**src/verilog/mslh_pkg.sv**
```systemverilog
// Purpose: Constants and types of the line host port
// Assumes: Window of 16-bit words by index
// Notes: Byte address is twice the word index
package mslh_pkg;
    // ==========================================================
    // Widths
    localparam int unsigned MSLH_DW = 16;
    localparam int unsigned MSLH_DMAW = 22;

    // ==========================================================
    // Register window indexes
    localparam logic [2:0] MSLH_IDX_CTL0 = 3'h0;
    localparam logic [2:0] MSLH_IDX_CTL1 = 3'h1;
    localparam logic [2:0] MSLH_IDX_DATA0 = 3'h2;
    localparam logic [2:0] MSLH_IDX_DATA1 = 3'h3;
    localparam logic [2:0] MSLH_IDX_EXT = 3'h4;

    // ==========================================================
    // Handshake word 0 fields
    localparam int unsigned MSLH_C0_REQ = 0;
    localparam int unsigned MSLH_C0_IEI = 1;
    localparam int unsigned MSLH_C0_INIT = 2;
    localparam int unsigned MSLH_C0_MRD = 3;
    localparam int unsigned MSLH_C0_MEX = 4;
    localparam int unsigned MSLH_C0_GNT = 7;

    // ==========================================================
    // Handshake word 1 fields
    localparam int unsigned MSLH_C1_TYPE = 0;
    localparam int unsigned MSLH_C1_RDO = 4;
    localparam int unsigned MSLH_C1_IEO = 5;
    localparam int unsigned MSLH_C1_UNSOL = 6;
    localparam int unsigned MSLH_C1_DIR = 7;
    localparam int unsigned MSLH_C1_ADDR = 8;
    localparam int unsigned MSLH_EXT_HI = 6;

    // ==========================================================
    // Reset values and addressing
    localparam logic [15:0] MSLH_WORD_RST = 16'h0000;
    localparam logic [7:0] MSLH_ADDR_RST = 8'h01;
    localparam logic [7:0] MSLH_CTRL_ADDR = 8'h00;
    localparam logic [7:0] MSLH_MAX_TRIBS = 8'h0C;

    // ==========================================================
    // Command classes
    typedef enum logic [1:0] {
        MSLH_CMD_MAINT,
        MSLH_CMD_MODE,
        MSLH_CMD_CTRL,
        MSLH_CMD_BUFF
    } mslh_cmd_t;

    typedef enum logic [2:0] {
        MSLH_ST_IDLE,
        MSLH_ST_GRANT,
        MSLH_ST_EXEC,
        MSLH_ST_RSP
    } mslh_state_t;
endpackage

```
**src/verilog/mslh_port.sv**
```systemverilog
// Purpose: Host command port and station addressing of a multipoint line controller
// Assumes: All inputs synchronous to SYS_CLK; line logic holds TX_REQ until TX_GO
// Notes: Host reads return one cycle after HOST_RD
// Behaviour
// - One control, up to twelve uniquely addressed tributaries
// - Header address names and selects destination
// - Tributary sends only to control, after poll
// - Polled tributary answers data or positive response
// - Control sends to any tributary anytime
// - Tributary accepts own address, discards others
// - Control transmits while receiving from another
// - Address from switches or program; switches lock
// - Four 16-bit command/response registers
// - Word and byte access from host; controller loads whole words
// - Wide mode window eight, one extra register
// - Two handshake words, two data words
// - Host requests port, waits for grant
// - Controller decodes granted command and acts
// - Load response first, then flag it
// - Message data moved by DMA to buffers
// - Fields for init, interrupts, maintenance, DMA, addressing
// - Unsolicited responses report events and errors
`timescale 1ns/10ps
module mslh_port (
    input wire logic SYS_CLK,
    input wire logic RESETN,
    input wire logic [2:0] HOST_IDX,
    input wire logic [1:0] HOST_BE,
    input wire logic HOST_WR,
    input wire logic HOST_RD,
    input wire logic [15:0] HOST_WDATA,
    output logic [15:0] HOST_RDATA,
    output logic IRQ_IN,
    output logic IRQ_OUT,
    input wire logic WIDE_MODE,
    output logic CMD_VALID,
    output logic [1:0] CMD_TYPE,
    output logic [15:0] CMD_W0,
    output logic [15:0] CMD_W1,
    output logic MAINT_READ,
    output logic MAINT_EXEC,
    output logic INIT_OUT,
    output logic RSP_READY,
    input wire logic RSP_VALID,
    input wire logic RSP_UNSOL,
    input wire logic [15:0] RSP_W0,
    input wire logic [15:0] RSP_W1,
    output logic NON_PROCESSOR_DMA_REQUEST,
    output logic DMA_DIR,
    output logic [mslh_pkg::MSLH_DMAW-1:0] DMA_ADDR,
    output logic [15:0] DMA_CNT,
    input wire logic DMA_DONE,
    input wire logic STATION_CONTROL,
    input wire logic ADDR_SRC_SW,
    input wire logic [7:0] SW_ADDR,
    output logic ADDR_BAD,
    input wire logic RX_HDR_VALID,
    input wire logic RX_HDR_POLL,
    input wire logic [7:0] RX_HDR_ADDR,
    output logic RX_ACCEPT,
    output logic RX_DISCARD,
    input wire logic TX_REQ,
    input wire logic [7:0] TX_DEST,
    output logic TX_GO,
    output logic TX_REFUSED,
    output logic [7:0] TX_HDR_ADDR,
    output logic POLL_DATA,
    output logic POLL_ACK
);
    import mslh_pkg::*;

    typedef struct packed {
        mslh_state_t st;
        logic req_in;
        logic ie_in;
        logic grant;
        logic rdo;
        logic ie_out;
        logic unsol;
        logic dma_dir;
        logic [1:0] cmd_type;
        logic [7:0] prog_addr;
        logic [15:0] ext;
        logic [15:0] rdata;
        logic irq_in;
        logic irq_out;
        logic cmd_valid;
        logic [1:0] cmd_out_type;
        logic [15:0] cmd_w0;
        logic [15:0] cmd_w1;
        logic maint_read;
        logic maint_exec;
        logic init_pulse;
        logic dma_req;
        logic [MSLH_DMAW-1:0] dma_addr;
        logic [15:0] dma_cnt;
        logic rsp_ready;
        logic rsp_unsol;
        logic rx_accept;
        logic rx_discard;
        logic tx_go;
        logic tx_refused;
        logic [7:0] tx_addr;
        logic poll_data;
        logic poll_ack;
        logic addr_bad;
    } mslh_port_t;

    mslh_port_t s_r;
    mslh_port_t s_nxt;

    logic [15:0] data0;
    logic [15:0] data1;
    logic [1:0] wr_be0;
    logic [1:0] wr_be1;
    logic [1:0] load_be;
    logic [7:0] station_addr;
    logic wr_c0;
    logic wr_c1;
    logic trib_valid;
    logic dest_valid;

    // ==========================================================
    // Data port words
    assign wr_be0 = (HOST_WR && HOST_IDX == MSLH_IDX_DATA0) ? HOST_BE : 2'h0;
    assign wr_be1 = (HOST_WR && HOST_IDX == MSLH_IDX_DATA1) ? HOST_BE : 2'h0;
    assign load_be = (s_r.st == MSLH_ST_IDLE && RSP_VALID && s_r.rsp_ready) ? 2'h3 : 2'h0;

    mslh_word u_data0 (
        .clk(SYS_CLK),
        .rstn(RESETN),
        .host_be(wr_be0),
        .host_wdata(HOST_WDATA),
        .load_be(load_be),
        .load_data(RSP_W0),
        .q(data0)
    );

    mslh_word u_data1 (
        .clk(SYS_CLK),
        .rstn(RESETN),
        .host_be(wr_be1),
        .host_wdata(HOST_WDATA),
        .load_be(load_be),
        .load_data(RSP_W1),
        .q(data1)
    );

    // ==========================================================
    // Station address
    assign station_addr = ADDR_SRC_SW ? SW_ADDR : s_r.prog_addr;
    assign trib_valid = station_addr != MSLH_CTRL_ADDR && station_addr <= MSLH_MAX_TRIBS;
    assign dest_valid = TX_DEST != MSLH_CTRL_ADDR && TX_DEST <= MSLH_MAX_TRIBS;
    assign wr_c0 = HOST_WR && HOST_IDX == MSLH_IDX_CTL0 && HOST_BE[0];
    assign wr_c1 = HOST_WR && HOST_IDX == MSLH_IDX_CTL1;

    // ==========================================================
    // Next state
    always_comb begin
        s_nxt = s_r;
        s_nxt.irq_in = 1'b0;
        s_nxt.irq_out = 1'b0;
        s_nxt.cmd_valid = 1'b0;
        s_nxt.maint_read = 1'b0;
        s_nxt.maint_exec = 1'b0;
        s_nxt.init_pulse = 1'b0;
        s_nxt.rx_accept = 1'b0;
        s_nxt.rx_discard = 1'b0;
        s_nxt.tx_go = 1'b0;
        s_nxt.tx_refused = 1'b0;
        s_nxt.poll_data = 1'b0;
        s_nxt.poll_ack = 1'b0;

        // Host register writes
        if (wr_c0) begin
            s_nxt.req_in = HOST_WDATA[MSLH_C0_REQ];
            s_nxt.ie_in = HOST_WDATA[MSLH_C0_IEI];
            s_nxt.maint_read = HOST_WDATA[MSLH_C0_MRD];
        end
        if (wr_c1 && HOST_BE[0]) begin
            s_nxt.cmd_type = HOST_WDATA[MSLH_C1_TYPE +: 2];
            s_nxt.ie_out = HOST_WDATA[MSLH_C1_IEO];
            s_nxt.dma_dir = HOST_WDATA[MSLH_C1_DIR];
            if (HOST_WDATA[MSLH_C1_RDO]) begin
                s_nxt.rdo = 1'b0;
                s_nxt.unsol = 1'b0;
            end
        end
        if (wr_c1 && HOST_BE[1] && !ADDR_SRC_SW) begin
            s_nxt.prog_addr = HOST_WDATA[MSLH_C1_ADDR +: 8];
        end
        if (HOST_WR && HOST_IDX == MSLH_IDX_EXT && WIDE_MODE) begin
            for (int i = 0; i < 2; i++) begin
                if (HOST_BE[i]) begin
                    s_nxt.ext[i*8 +: 8] = HOST_WDATA[i*8 +: 8];
                end
            end
        end

        // Handshake
        case (s_r.st)
            MSLH_ST_IDLE: begin
                if (RSP_VALID && s_r.rsp_ready) begin
                    s_nxt.rsp_unsol = RSP_UNSOL;
                    s_nxt.st = MSLH_ST_RSP;
                end else if (s_r.req_in && !s_r.rdo) begin
                    s_nxt.grant = 1'b1;
                    s_nxt.irq_in = s_r.ie_in;
                    s_nxt.st = MSLH_ST_GRANT;
                end
            end
            MSLH_ST_GRANT: begin
                if (!s_r.req_in) begin
                    s_nxt.grant = 1'b0;
                    s_nxt.cmd_valid = 1'b1;
                    s_nxt.cmd_out_type = s_r.cmd_type;
                    s_nxt.cmd_w0 = data0;
                    s_nxt.cmd_w1 = data1;
                    s_nxt.st = MSLH_ST_IDLE;
                    if (s_r.cmd_type == MSLH_CMD_BUFF) begin
                        s_nxt.dma_req = 1'b1;
                        s_nxt.dma_addr = {s_r.ext[MSLH_EXT_HI-1:0], data0};
                        s_nxt.dma_cnt = data1;
                        s_nxt.st = MSLH_ST_EXEC;
                    end
                    if (s_r.cmd_type == MSLH_CMD_MAINT && data0[MSLH_C0_MEX]) begin
                        s_nxt.maint_exec = 1'b1;
                    end
                end
            end
            MSLH_ST_EXEC: begin
                if (DMA_DONE) begin
                    s_nxt.dma_req = 1'b0;
                    s_nxt.st = MSLH_ST_IDLE;
                end
            end
            MSLH_ST_RSP: begin
                s_nxt.rdo = 1'b1;
                s_nxt.unsol = s_r.rsp_unsol;
                s_nxt.irq_out = s_r.ie_out;
                s_nxt.st = MSLH_ST_IDLE;
            end
            default: begin
                s_nxt.st = MSLH_ST_IDLE;
            end
        endcase

        // Soft initialisation
        if (wr_c0 && HOST_WDATA[MSLH_C0_INIT]) begin
            s_nxt.init_pulse = 1'b1;
            s_nxt.st = MSLH_ST_IDLE;
            s_nxt.req_in = 1'b0;
            s_nxt.grant = 1'b0;
            s_nxt.rdo = 1'b0;
            s_nxt.unsol = 1'b0;
            s_nxt.dma_req = 1'b0;
        end
        s_nxt.rsp_ready = s_nxt.st == MSLH_ST_IDLE && !s_nxt.rdo && !s_nxt.req_in;

        // Host read data
        s_nxt.rdata = 16'h0000;
        if (HOST_RD) begin
            case (HOST_IDX)
                MSLH_IDX_CTL0: begin
                    s_nxt.rdata[MSLH_C0_REQ] = s_r.req_in;
                    s_nxt.rdata[MSLH_C0_IEI] = s_r.ie_in;
                    s_nxt.rdata[MSLH_C0_GNT] = s_r.grant;
                end
                MSLH_IDX_CTL1: begin
                    s_nxt.rdata[MSLH_C1_TYPE +: 2] = s_r.cmd_type;
                    s_nxt.rdata[MSLH_C1_RDO] = s_r.rdo;
                    s_nxt.rdata[MSLH_C1_IEO] = s_r.ie_out;
                    s_nxt.rdata[MSLH_C1_UNSOL] = s_r.unsol;
                    s_nxt.rdata[MSLH_C1_DIR] = s_r.dma_dir;
                    s_nxt.rdata[MSLH_C1_ADDR +: 8] = station_addr;
                end
                MSLH_IDX_DATA0: s_nxt.rdata = data0;
                MSLH_IDX_DATA1: s_nxt.rdata = data1;
                MSLH_IDX_EXT: s_nxt.rdata = WIDE_MODE ? s_r.ext : 16'h0000;
                default: s_nxt.rdata = 16'h0000;
            endcase
        end

        // Receive address filter
        if (RX_HDR_VALID) begin
            if (STATION_CONTROL) begin
                s_nxt.rx_accept = RX_HDR_ADDR != MSLH_CTRL_ADDR && RX_HDR_ADDR <= MSLH_MAX_TRIBS;
            end else begin
                s_nxt.rx_accept = RX_HDR_ADDR == station_addr && trib_valid;
            end
            s_nxt.rx_discard = !s_nxt.rx_accept;
        end

        // Transmit gating
        if (STATION_CONTROL) begin
            if (TX_REQ && !s_r.tx_go && !s_r.tx_refused) begin
                s_nxt.tx_go = dest_valid;
                s_nxt.tx_refused = !dest_valid;
                s_nxt.tx_addr = TX_DEST;
            end
        end else if (RX_HDR_VALID && RX_HDR_POLL && RX_HDR_ADDR == station_addr && trib_valid) begin
            s_nxt.poll_data = TX_REQ;
            s_nxt.poll_ack = !TX_REQ;
            s_nxt.tx_go = TX_REQ;
            s_nxt.tx_addr = MSLH_CTRL_ADDR;
        end
        s_nxt.addr_bad = !STATION_CONTROL && !trib_valid;
    end

    always_ff @(posedge SYS_CLK or negedge RESETN) begin
        if (!RESETN) begin
            s_r <= '0;
            s_r.st <= MSLH_ST_IDLE;
            s_r.prog_addr <= MSLH_ADDR_RST;
        end else begin
            s_r <= s_nxt;
        end
    end

    // ==========================================================
    // Outputs
    assign HOST_RDATA = s_r.rdata;
    assign IRQ_IN = s_r.irq_in;
    assign IRQ_OUT = s_r.irq_out;
    assign CMD_VALID = s_r.cmd_valid;
    assign CMD_TYPE = s_r.cmd_out_type;
    assign CMD_W0 = s_r.cmd_w0;
    assign CMD_W1 = s_r.cmd_w1;
    assign MAINT_READ = s_r.maint_read;
    assign MAINT_EXEC = s_r.maint_exec;
    assign INIT_OUT = s_r.init_pulse;
    assign RSP_READY = s_r.rsp_ready;
    assign NON_PROCESSOR_DMA_REQUEST = s_r.dma_req;
    assign DMA_DIR = s_r.dma_dir;
    assign DMA_ADDR = s_r.dma_addr;
    assign DMA_CNT = s_r.dma_cnt;
    assign ADDR_BAD = s_r.addr_bad;
    assign RX_ACCEPT = s_r.rx_accept;
    assign RX_DISCARD = s_r.rx_discard;
    assign TX_GO = s_r.tx_go;
    assign TX_REFUSED = s_r.tx_refused;
    assign TX_HDR_ADDR = s_r.tx_addr;
    assign POLL_DATA = s_r.poll_data;
    assign POLL_ACK = s_r.poll_ack;

    // ==========================================================
    // Checks
    grant_no_rdo_a: assert property (@(posedge SYS_CLK) disable iff (!RESETN)
        $rose(s_r.grant) |-> !$past(s_r.rdo)) else $error("grant while rsp");
    rsp_order_a: assert property (@(posedge SYS_CLK) disable iff (!RESETN)
        (load_be == 2'h3 && !wr_c0) |=> (s_r.st == MSLH_ST_RSP && !s_r.rdo) ##1 s_r.rdo)
        else $error("rsp flag order");
    grant_irq_a: assert property (@(posedge SYS_CLK) disable iff (!RESETN)
        ($rose(s_r.grant) && $past(s_r.ie_in)) |-> s_r.irq_in) else $error("grant irq");
    rsp_irq_a: assert property (@(posedge SYS_CLK) disable iff (!RESETN)
        $rose(s_r.rdo) |-> s_r.irq_out == $past(s_r.ie_out)) else $error("rsp irq");
    cmd_decode_a: assert property (@(posedge SYS_CLK) disable iff (!RESETN)
        (s_r.st == MSLH_ST_GRANT && !s_r.req_in && !wr_c0) |=> CMD_VALID && CMD_W0 == $past(data0))
        else $error("no command");
    sw_addr_lock_a: assert property (@(posedge SYS_CLK) disable iff (!RESETN)
        ADDR_SRC_SW |=> s_r.prog_addr == $past(s_r.prog_addr)) else $error("sw addr moved");
    trib_filter_a: assert property (@(posedge SYS_CLK) disable iff (!RESETN)
        (RX_HDR_VALID && !STATION_CONTROL && RX_HDR_ADDR != station_addr) |=> RX_DISCARD && !RX_ACCEPT)
        else $error("foreign accepted");
    trib_send_a: assert property (@(posedge SYS_CLK) disable iff (!RESETN)
        (TX_GO && !$past(STATION_CONTROL)) |-> TX_HDR_ADDR == MSLH_CTRL_ADDR && $past(RX_HDR_POLL))
        else $error("trib send");
    poll_answer_a: assert property (@(posedge SYS_CLK) disable iff (!RESETN)
        POLL_ACK || POLL_DATA |-> !(POLL_ACK && POLL_DATA)) else $error("poll twice");
    dma_hold_a: assert property (@(posedge SYS_CLK) disable iff (!RESETN)
        (NON_PROCESSOR_DMA_REQUEST && !DMA_DONE && !wr_c0) |=> NON_PROCESSOR_DMA_REQUEST && !s_r.grant)
        else $error("dma dropped");
endmodule // mslh_port

```
**src/verilog/mslh_word.sv**
```systemverilog
// Purpose: One 16-bit data port word, byte writable from two sides
// Assumes: Host writes and loads never meet
// Notes: Internal load takes priority
`timescale 1ns/10ps
module mslh_word (
    input wire logic clk,
    input wire logic rstn,
    input wire logic [1:0] host_be,
    input wire logic [15:0] host_wdata,
    input wire logic [1:0] load_be,
    input wire logic [15:0] load_data,
    output logic [15:0] q
);
    import mslh_pkg::*;

    typedef struct packed {
        logic [15:0] word;
    } mslh_word_t;

    mslh_word_t s_r;
    mslh_word_t s_nxt;

    // ==========================================================
    // Byte lane update
    always_comb begin
        s_nxt = s_r;
        for (int i = 0; i < 2; i++) begin
            if (load_be[i]) begin
                s_nxt.word[i*8 +: 8] = load_data[i*8 +: 8];
            end else if (host_be[i]) begin
                s_nxt.word[i*8 +: 8] = host_wdata[i*8 +: 8];
            end
        end
    end

    always_ff @(posedge clk or negedge rstn) begin
        if (!rstn) begin
            s_r <= '{word: MSLH_WORD_RST};
        end else begin
            s_r <= s_nxt;
        end
    end

    assign q = s_r.word;
endmodule // mslh_word

```
**config.mk**
```make
export PLATFORM = sky130hd
export DESIGN_NAME = mslh_port
export DESIGN_NICKNAME = d
export VERILOG_FILES = /design/src/verilog/mslh_pkg.sv /design/src/verilog/mslh_port.sv /design/src/verilog/mslh_word.sv
export SDC_FILE = /design/constraint.sdc
export NUM_CORES = 1
export LEC_CHECK = 0
export BUFFER_PORTS_ARGS = -buffer_cell sky130_fd_sc_hd__buf_4
export CORE_MARGIN = 5
export CORE_UTILIZATION = 58
export DETAILED_ROUTE_END_ITERATION = 10
export PLACE_DENSITY = 0.86
export SETUP_SLACK_MARGIN = 0.05
export SYNTH_ARGS = -nofsm -noshare
export SYNTH_HDL_FRONTEND = slang
export SYNTH_SLANG_ARGS = --single-unit
```
**constraint.sdc**
```tcl
create_clock -name SYS_CLK -period 6.7 [get_ports SYS_CLK]
set_clock_uncertainty 0.05 [all_clocks]
set_input_delay 2.01 -clock SYS_CLK [delete_from_list [all_inputs] [get_ports SYS_CLK]]
set_output_delay 2.01 -clock SYS_CLK [all_outputs]
set_load 0.005 [all_outputs]
```
* Word level (Yosys, flattened, before mapping)
Cells that the tools add are included.
** Storage, ports and cells
- Flip-flop bits (word level) :: 180
- Bits of input ports :: 90
- Output and inout bits :: 112
** Cells by class
- $lt $le $gt $ge :: 3
- Eq/ne operators :: 15
- Multiplexer cells :: 63
- Bitwise gates (word level) :: 1
- Reduce and logical (&&, ||, !) cells :: 64
** Operators with widths (number)
- 8-bit 2-to-1 mux :: 10
- 39-bit 2-to-1 mux :: 2
- 35-bit 2-to-1 mux :: 2
- 16-bit 2-to-1 mux :: 2
- 8-bit one-hot mux with 4 select lines :: 1
- 1-bit logical AND :: 28
- 8-bit by 4-bit less-or-equal comparator with 1-bit output (second input constant) :: 3
- 8-bit nonzero test :: 3
- 1-bit 2-to-1 mux :: 22
- 10-bit 2-to-1 mux :: 2
- 2-bit 2-to-1 mux :: 9
- 3-bit by 2-bit == test with 1-bit output (second input constant) :: 4
- 3-bit 2-to-1 mux :: 4
- 3-bit one-hot mux with 4 select lines :: 1
- 2-bit AND reduction :: 6
- 3-bit nonzero test :: 4
- 1-bit zero test :: 11
- 2-bit one-hot mux with 5 select lines :: 1
- 2-bit nonzero test :: 5
- 3-bit zero test :: 3
- 3-bit inequality test (second input constant) :: 3
- 3-bit one-hot mux with 3 select lines :: 1
- 8-bit == test :: 1
- 4-bit AND reduction :: 2
- other kinds (14) :: 16

* Logic depth before layout (Yosys ltp)
Gate-level depths: netlist (run 1).
- Depth after elaboration :: 9
- Gate-level depth with buffers :: 8

* Modules after synthesis
A second synthesis (run 1) with hierarchy kept.
** Second synthesis, totals
- Cells, all modules :: 718
- Area total of the unflattened synthesis :: 8563.2 um^2
** By module, submodules not included
- mslh_port :: instances 1, cells each 582, area an instance 7071.8 um^2, sequential area each 3704.8 um^2
- mslh_word :: instances 2, cells each 68, area an instance 745.7 um^2, sequential area each 400.4 um^2

* Worst setup path after synthesis (run 1)
OpenSTA, ideal clock, no wires.
- Kind :: input to register
- Start :: in SW_ADDR[5]
- End :: reg s_r (netlist bit TX_HDR_ADDR[0])
- Data arrival time :: 3610 ps
- Required time :: 6514 ps
- Path slack :: 2904 ps
- Stages :: 5
- Buffers on the path :: 0
- Cell sequence :: or4b_2 o22a_1 a211o_1 nor4_4 nor2_1
** Between the ends
- Cells in the longest elaborated chain, start to end :: 6
- Elaborated cells on any way between the ends :: 9
** RTL lines
- start: declaration :: RTL line mslh_port.sv:55 : input wire logic [7:0] SW_ADDR,
- 8-bit 2-to-1 mux (*) :: RTL line mslh_port.sv:151 : assign station_addr = ADDR_SRC_SW ? SW_ADDR : s_r.prog_addr;
- 8-bit by 4-bit less-or-equal comparator with 1-bit output (tied with other cells) :: RTL line mslh_port.sv:152 : assign trib_valid = station_addr != MSLH_CTRL_ADDR && station_addr <= MSLH_MAX_TRIBS;
- 1-bit logical AND (on tied branches) :: RTL line mslh_port.sv:152, mslh_port.sv:301
- 1-bit logical AND (*) :: RTL line mslh_port.sv:301 : end else if (RX_HDR_VALID && RX_HDR_POLL && RX_HDR_ADDR == station_addr && trib_valid) begin
- 2-bit nonzero test (no line) (*)
- 2-bit AND reduction (no line) (*)
- end signal: assignment :: RTL line mslh_port.sv:316 : s_r <= s_nxt;
- end: declaration :: RTL line mslh_port.sv:109 : mslh_port_t s_r;
Mark *: on every way between the ends. The rest lies on a longest branch, timed or not.
A chain may end at the register's enable or synchronous reset.

* Final worst setup path (run 1)
- Start :: in ADDR_SRC_SW
- End :: reg s_r (netlist bit TX_HDR_ADDR[0])
** Between the ends
- Cells in the longest elaborated chain, start to end :: 6
- Elaborated cells on any way between the ends :: 9
** RTL lines
- start: declaration :: RTL line mslh_port.sv:54 : input wire logic ADDR_SRC_SW,
- 8-bit 2-to-1 mux (*) :: RTL line mslh_port.sv:151
- 8-bit by 4-bit less-or-equal comparator with 1-bit output (tied with other cells) :: RTL line mslh_port.sv:152
- 1-bit logical AND (on tied branches) :: RTL line mslh_port.sv:152, mslh_port.sv:301
- 1-bit logical AND (*) :: RTL line mslh_port.sv:301
- 2-bit nonzero test (no line) (*)
- 2-bit AND reduction (no line) (*)
Marks and branches as above.

==> results of run 1 <==
-- registers in the layout, summed over array words and instances (netlist names), 16 cells and up --
register    count
DMA_ADDR       22
CMD_W0         16
CMD_W1         16
DMA_CNT        16
u_data0.q      16
u_data1.q      16
s_r            36
HOST_RDATA     16
-- cell type report --
type | count | area share
repair buffers | 207 | 0.1584
clock buffers | 23 | 0.04555
multi-input cells | 387 | 0.3050
clock inverters | 6 | 0.008398
flip-flops and latches | 180 | 0.4582
well taps | 180 | 0.02290
inverters | 4 | 0.001527
-- through the flow --
stage	instances	utilization
6_report	987	0.7030
5_1_grt	987	0.7030
4_1_cts	987	0.7030
3_5_place_dp	958	0.6650
3_3_place_gp	958	0.6650
2_1_floorplan	699	-
-- power groups by stage --
| stage | Combinational [mW] | Clock, mW | Sequential (mW) |
|---|---|---|---|
| finish | 0.925 | 0.925 | 1.72 |
| global route | 1.01 | 0.984 | 1.76 |
| CTS | 0.940 | 0.937 | 1.72 |
| detailed placement | 0.929 | 0 | 1.73 |
| global placement | 0.891 | 0 | 1.71 |
| floorplan | 0.720 | 0 | 1.60 |
-- cell usage after synthesis (7+ instances only) --
master and count:
buf_4 96, a21oi_1 56, nor2_1 57, mux2i_1 46, nor3_1 11, clkbuf_1 17, dfrtp_1 179, buf_2 11
a22oi_1 23, mux2_2 104, nand2_1 15, nor2b_1 7
-- per-layer routing --
layer	part of all wire	up-vias
met2	0.50	334
met4	0.020	0
met1	0.37	2919
met5	0	-
met3	0.11	45
li1	-	2558
-- final timing paths --
| check | depth (start not counted) | start | to |
|---|---|---|---|
| max | 6 | ADDR_SRC_SW | TX_HDR_ADDR[0] |
| min | 1 | CMD_W1[14] | CMD_W1[14] |
| max reg2reg | 5 | s_r[146] | RSP_READY |
| min reg2reg | 1 | CMD_W1[14] | CMD_W1[14] |
| max in group asynchronous | 2 | RESETN | u_data1.q[12] |
| min in group asynchronous | 1 | RESETN | CMD_W0[12] |
-- cells by family after synthesis --
logic type                synth area share
and+or+nand+nor                    0.08254
buffers and inverters               0.1048
other                            0.0004481
DFF                                 0.5384
muxes                               0.1977
xor gates and xnor gates          0.008374
AOI/OAI and AO/OA                  0.06773
==> summary.md, run 1 <==
| Metric | Value |
|---|---|
| Crit-path cells | `buf_4, mux2i_1, xnor2_1, or4_4, nor4_4, nor2_1` |
| Most frequent cells in the layout | `206 x buf_4, 179 x dfrtp_1, 104 x mux2_2` |
| Post-DRT Antenna Nets | `0` |
| Residual DRC | `0` |
| Clk Latency, worst-skew pair | `0.43 ns` |
| Core area | `between 10000 and 15000 sq um` |
| Maximum vdd drop | `0.2118 mV` |
| Multi-input gate area | `around 3000 sq um` |
| Synth cell types | `53` |
| Yosys reg bits | `180` |
| Post-synth top area share | `0.5353` |
| Met3 usage | `0.07327` |
| Seq pwr share | `0.481` |
| Filler cells | `around 980` |
| Clock transition at the registers of the reported paths | `0.07 ns` |
| Remaining global-route overflow | `0` |
| Final hold violation count | `0` |
| Setup violators final | `0` |
| Largest delay share family, worst path | `simple AND/OR/NAND/NOR gates` |
| Yosys warning count | `0` |
| GR Util met2 | `0.4330` |
| Buf/Inv on CP | `1` |
| MaxCap Viol Count | `0` |
| Crit path time final | `about 3.7 ns` |
| Seq. cell area | `about 4500 sq um` |
| Syn nets | `roughly 790` |
| Most common cell after layout, fill and taps aside | `buf_4` |
| Design Area, Final | `9833 sq um` |
| Root buf cell | `clkbuf_16` |
| Post-synth EDFFs | `0` |
| Fmax | `between 0.2 and 0.3 GHz` |
| H-tree level count | `4` |
| Total power | `~3.6 mW` |
| First-pass GRT wire length | `around 33000 um` |
| Vias | `approximately 5900` |
| CP Class | `in2reg` |
| GRT Overall Usage | `0.2575` |
| Hpwl dp | `15600 um` |
| Final hold slack | `between 0.4 and 0.5 ns` |
| Starting Density | `0.5982` |
| FF-to-FF setup slack | `about 4.3 ns` |
| Detailed Route WL | `21530 um` |
| Post-Place Setup Slack | `~2.5 ns` |
| Ys async rst share | `1.000` |
| Routability cong. | `0.9395` |
| Number of port buffers | `201` |
| Area post-placement | `about 9300 sq um` |
| Die Wd | `around 130 um` |
| Leakage | `approximately 4.6 nW` |
| Top FF cell, synth | `dfrtp_1` |
| Layout cells sized above 1 | `0.4337` |
| # IOs | `about 200` |
| Max clock buf depth | `2` |
| RSZ-0062 raised after global routing | `false` |
| NetSw | `1.042 mW` |
| Startpoint types | `input port` |
| Mean Syn Cell Area | `~12 sq um` |
| M1 GR Usage | `0.3264` |
| Pin count of the biggest net entering global routing | `78` |
| Slew Viols, Final | `0` |
| Router iterations before antenna repair | `5` |
| Switching share of total power | `0.2923` |
| Nets | `~890` |
| Avg WL per Cell | `~22 um` |
| FP Rows | `43` |
| CP arrival | `3.99 ns` |
| Final cycle utilization of the critical path | `0.5594` |
| Vias in the first global route | `6053` |
| TNS Setup | `0 ns` |
| Worst path slowest cell | `or4_4` |
| Internal | `around 2.5 mW` |
| Slew headroom | `0.1688` |
| CTS tree | `done` |
| Initial drt markers | `about 630` |
| Worst-margin pin slew | `~1.2 ns` |
| Crit. End Element | `register` |
| Post-Syn Instances | `~700` |
| Power density cells | `about 360 nW/um^2` |
| Req. time, crit path | `~6.9 ns` |
| Clock power share | `0.259` |
| Synth area leaders | `dfrtp_1 54%, mux2_2 14%, buf_4 8.6%` |
| Grt peak-use layer | `met2` |
| Crit-path max FO | `13` |
| Seq/Total Area, Yosys | `0.5384` |
| Hold Path Class | `reg2reg` |
| Synth area leader | `dfrtp_1` |
| # Post-CTS Setup Buffers | `0` |
| Sink Count | `180` |
| Mapped cell area | `approximately 8400 sq um` |
| Fin worst setup slack | `slightly below 3 ns` |
| Chip height | `~130 um` |
| ANT cells | `0` |
| CTS Hold Bufs | `0` |
| CP peak stage delay | `~0.53 ns` |
| Status | `complete, no violations` |
| Area delta synth->final | `17.51%` |
| Gate power share | `0.259` |
| Vias per inst | `~5.9` |
| Area of the die | `between 15000 and 20000 sq um` |
| Initial antenna violation count | `0` |
| Num CTS Buffers | `17` |
| Post-CTS Resized | `0` |
No activity file was read; power rests on OpenSTA's default activity.
==> inputs of run 2 (changes only) <==
--- a/config.mk
+++ b/config.mk
@@ -7,9 +7,9 @@
 export LEC_CHECK = 0
 export BUFFER_PORTS_ARGS = -buffer_cell sky130_fd_sc_hd__buf_4
 export CORE_MARGIN = 5
-export CORE_UTILIZATION = 58
+export CORE_UTILIZATION = 54
 export DETAILED_ROUTE_END_ITERATION = 10
-export PLACE_DENSITY = 0.86
+export PLACE_DENSITY = 0.8
 export SETUP_SLACK_MARGIN = 0.05
 export SYNTH_ARGS = -nofsm -noshare
 export SYNTH_HDL_FRONTEND = slang
==> constraint.sdc (replaced) <==
create_clock -name SYS_CLK -period 3.71 [get_ports SYS_CLK]
set_clock_uncertainty 0.05 [all_clocks]
set_input_delay 1.113 -clock SYS_CLK [delete_from_list [all_inputs] [get_ports SYS_CLK]]
set_output_delay 1.113 -clock SYS_CLK [all_outputs]
set_load 0.005 [all_outputs]
==> run 2 against run 1 <==
- clock-buffer cell count is 4 lower
- critical path type unchanged
- die area is 6.8% higher
- wire length is 1.4% lower
- design area is 2.0% higher
- register-to-register slack worse by 2.9 ns
- largest power group unchanged
- flip-flop and latch count stayed put
- sequential share of layout area is 0.88 points lower
- first-iteration DRC count is 33% lower
- sequential power is 80% higher
- combinational power is 79% higher
- global-route usage is 1.7 points lower
==> summary.md, run 2 (same netlist as run 1, synthesis figures left out) <==
| Metric | Value |
|---|---|
| CP arrival | `roughly 3 ns` |
| FP Rows | `45` |
| Status | `complete, no violations` |
| Core area | `about 15000 sq um` |
| Fmax | `approximately 0.35 GHz` |
| Setup violators final | `0` |
| Crit path time final | `around 2.8 ns` |
| RSZ-0062 raised after global routing | `false` |
| Vias in the first global route | `approximately 6100` |
| CTS tree | `done` |
| Hpwl dp | `15800 um` |
| H-tree level count | `4` |
| Starting Density | `0.5505` |
| CTS Hold Bufs | `0` |
| TNS Setup | `0 ns` |
| Die Wd | `~130 um` |
| Area post-placement | `between 9000 and 10000 sq um` |
| # Post-CTS Setup Buffers | `0` |
| Vias | `about 5700` |
| Placed Cells | `979` |
| Post-route insts no fill | `between 1000 and 1500` |
| ANT cells | `0` |
| Crit-path max FO | `13` |
| Final hold violation count | `0` |
| Worst reg2reg path depth | `5` |
| # IOs | `about 200` |
| Root buf cell | `clkbuf_16` |
| CP Class | `in2reg` |
| Chip height | `134.5 um` |
| Num CTS Buffers | `17` |
| Most frequent cells in the layout | `218 x buf_4, 179 x dfrtp_1, 104 x mux2_2` |
| Req. time, crit path | `around 4.0 ns` |
| Area of the die | `between 15000 and 20000 sq um` |
| Max clock buf depth | `2` |
| Layout cells sized above 1 | `0.4520` |
| Initial drt markers | `about 420` |
| Avg WL per Cell | `21.00 um` |
| Number of port buffers | `roughly 200` |
| Final hold slack | `roughly 0.46 ns` |
| Router iterations before antenna repair | `5` |
| GRT Overall Usage | `0.2400` |
| Crit. End Element | `register` |
| Routability cong. | `0.8983` |
| Worst-margin pin slew | `about 1.0 ns` |
| Residual DRC | `0` |
| Worst hold stages | `1` |
| First-pass GRT wire length | `33510 um` |
| FF-to-FF setup slack | `roughly 1.4 ns` |
| Nets | `900` |
| Design Area, Final | `10030 sq um` |
| Hold Path Class | `reg2reg` |
| Reg2Reg Launch Point | `s_r[133]` |
| MaxCap Viol Count | `0` |
| Post-DRT Antenna Nets | `0` |
| Slew headroom | `0.3058` |
| Area delta synth->final | `19.81%` |
| Clk Latency, worst-skew pair | `roughly 0.43 ns` |
| Final cycle utilization of the critical path | `0.7621` |
| Initial antenna violation count | `0` |
| Clock transition at the registers of the reported paths | `0.06 ns` |
| Pin count of the biggest net entering global routing | `68` |
| Post-CTS Resized | `0` |
| Vias per inst | `around 5.6` |
| HP Start | `DMA_ADDR[21]` |
| Power density cells | `roughly 650 nW/um^2` |
| Sink Count | `180` |
| Crit path from | `ADDR_SRC_SW` |
| Min-Delay Endpoint | `DMA_ADDR[21]` |
| Startpoint types | `input port` |
| Maximum vdd drop | `about 0.37 mV` |
| Remaining global-route overflow | `0` |
| Number of flip-flops in the largest register | `36` |
| Detailed Route WL | `approximately 21000 um` |
| Largest reg by FF count | `s_r` |
| Leakage | `around 4.7 nW` |
| Slew Viols, Final | `0` |
| R2R Path End | `TX_HDR_ADDR[6]` |
| Most common cell after layout, fill and taps aside | `buf_4` |
-- run 2: cell types whose count changed in the layout (fill, tap and decap cells not counted), sizes merged --
cell,delta
clkbuf,-4
inv,+3
buf,+13
clkinvlp,+4
-- run 2: area by class of cell --
| type | count | area, sq um |
|---|---|---|
| Clock buffer | 19 | 452.9 |
| Inverter | 4 | 15.01 |
| Clock inverter | 13 | 150.1 |
| Multi-Input combinational cell | 387 | 2999 |
| Sequential cell | 180 | 4506 |
| Tap cell | 188 | 235.2 |
| Timing Repair Buffer | 220 | 1668 |
| Fill cell | 1197 | 5176 |
-- run 2: critical path, stage by stage --
cell and delay [ns]:
buf_4 0.18, or4_2 0.67, o22a_1 0.24, a211o_1 0.32, nor4_4 0.43, nor2_1 0.11
-- run 2: power breakdown --
| part | total [mW] | switching (mW) | internal [mW] |
|---|---|---|---|
| Clock | 1.82 | 0.781 | 1.04 |
| Sequential | 3.09 | 0.510 | 2.58 |
| Combinational | 1.66 | 0.651 | 1.01 |
| Total | 6.57 | 1.94 | 4.62 |
-- run 2: metal layers --
metal	wire length, um	track usage	up-vias
met5	0	0	-
met4	445	0.08880	0
met3	1640	0.07004	35
met2	10140	0.3827	255
met1	8998	0.3145	2838
li1	-	-	2582
-- run 2: worst max path at each step --
stage                                end
final                     TX_HDR_ADDR[6]
after global placement    TX_HDR_ADDR[1]
after global routing      TX_HDR_ADDR[1]
after floorplan           TX_HDR_ADDR[0]
after CTS                 TX_HDR_ADDR[6]
after detailed placement  TX_HDR_ADDR[6]
-- run 2: metrics by stage --
stage | power [mW] | utilization | worst slack [ns]
floorplan | 4.198 | - | 0.8113
global placement | 4.719 | 0.6198 | 0.5061
detailed placement | 4.808 | 0.6198 | 0.4249
CTS | 6.646 | 0.6595 | 0.8794
global route | 6.930 | 0.6595 | 0.8089
finish | 6.566 | 0.6595 | 0.8828
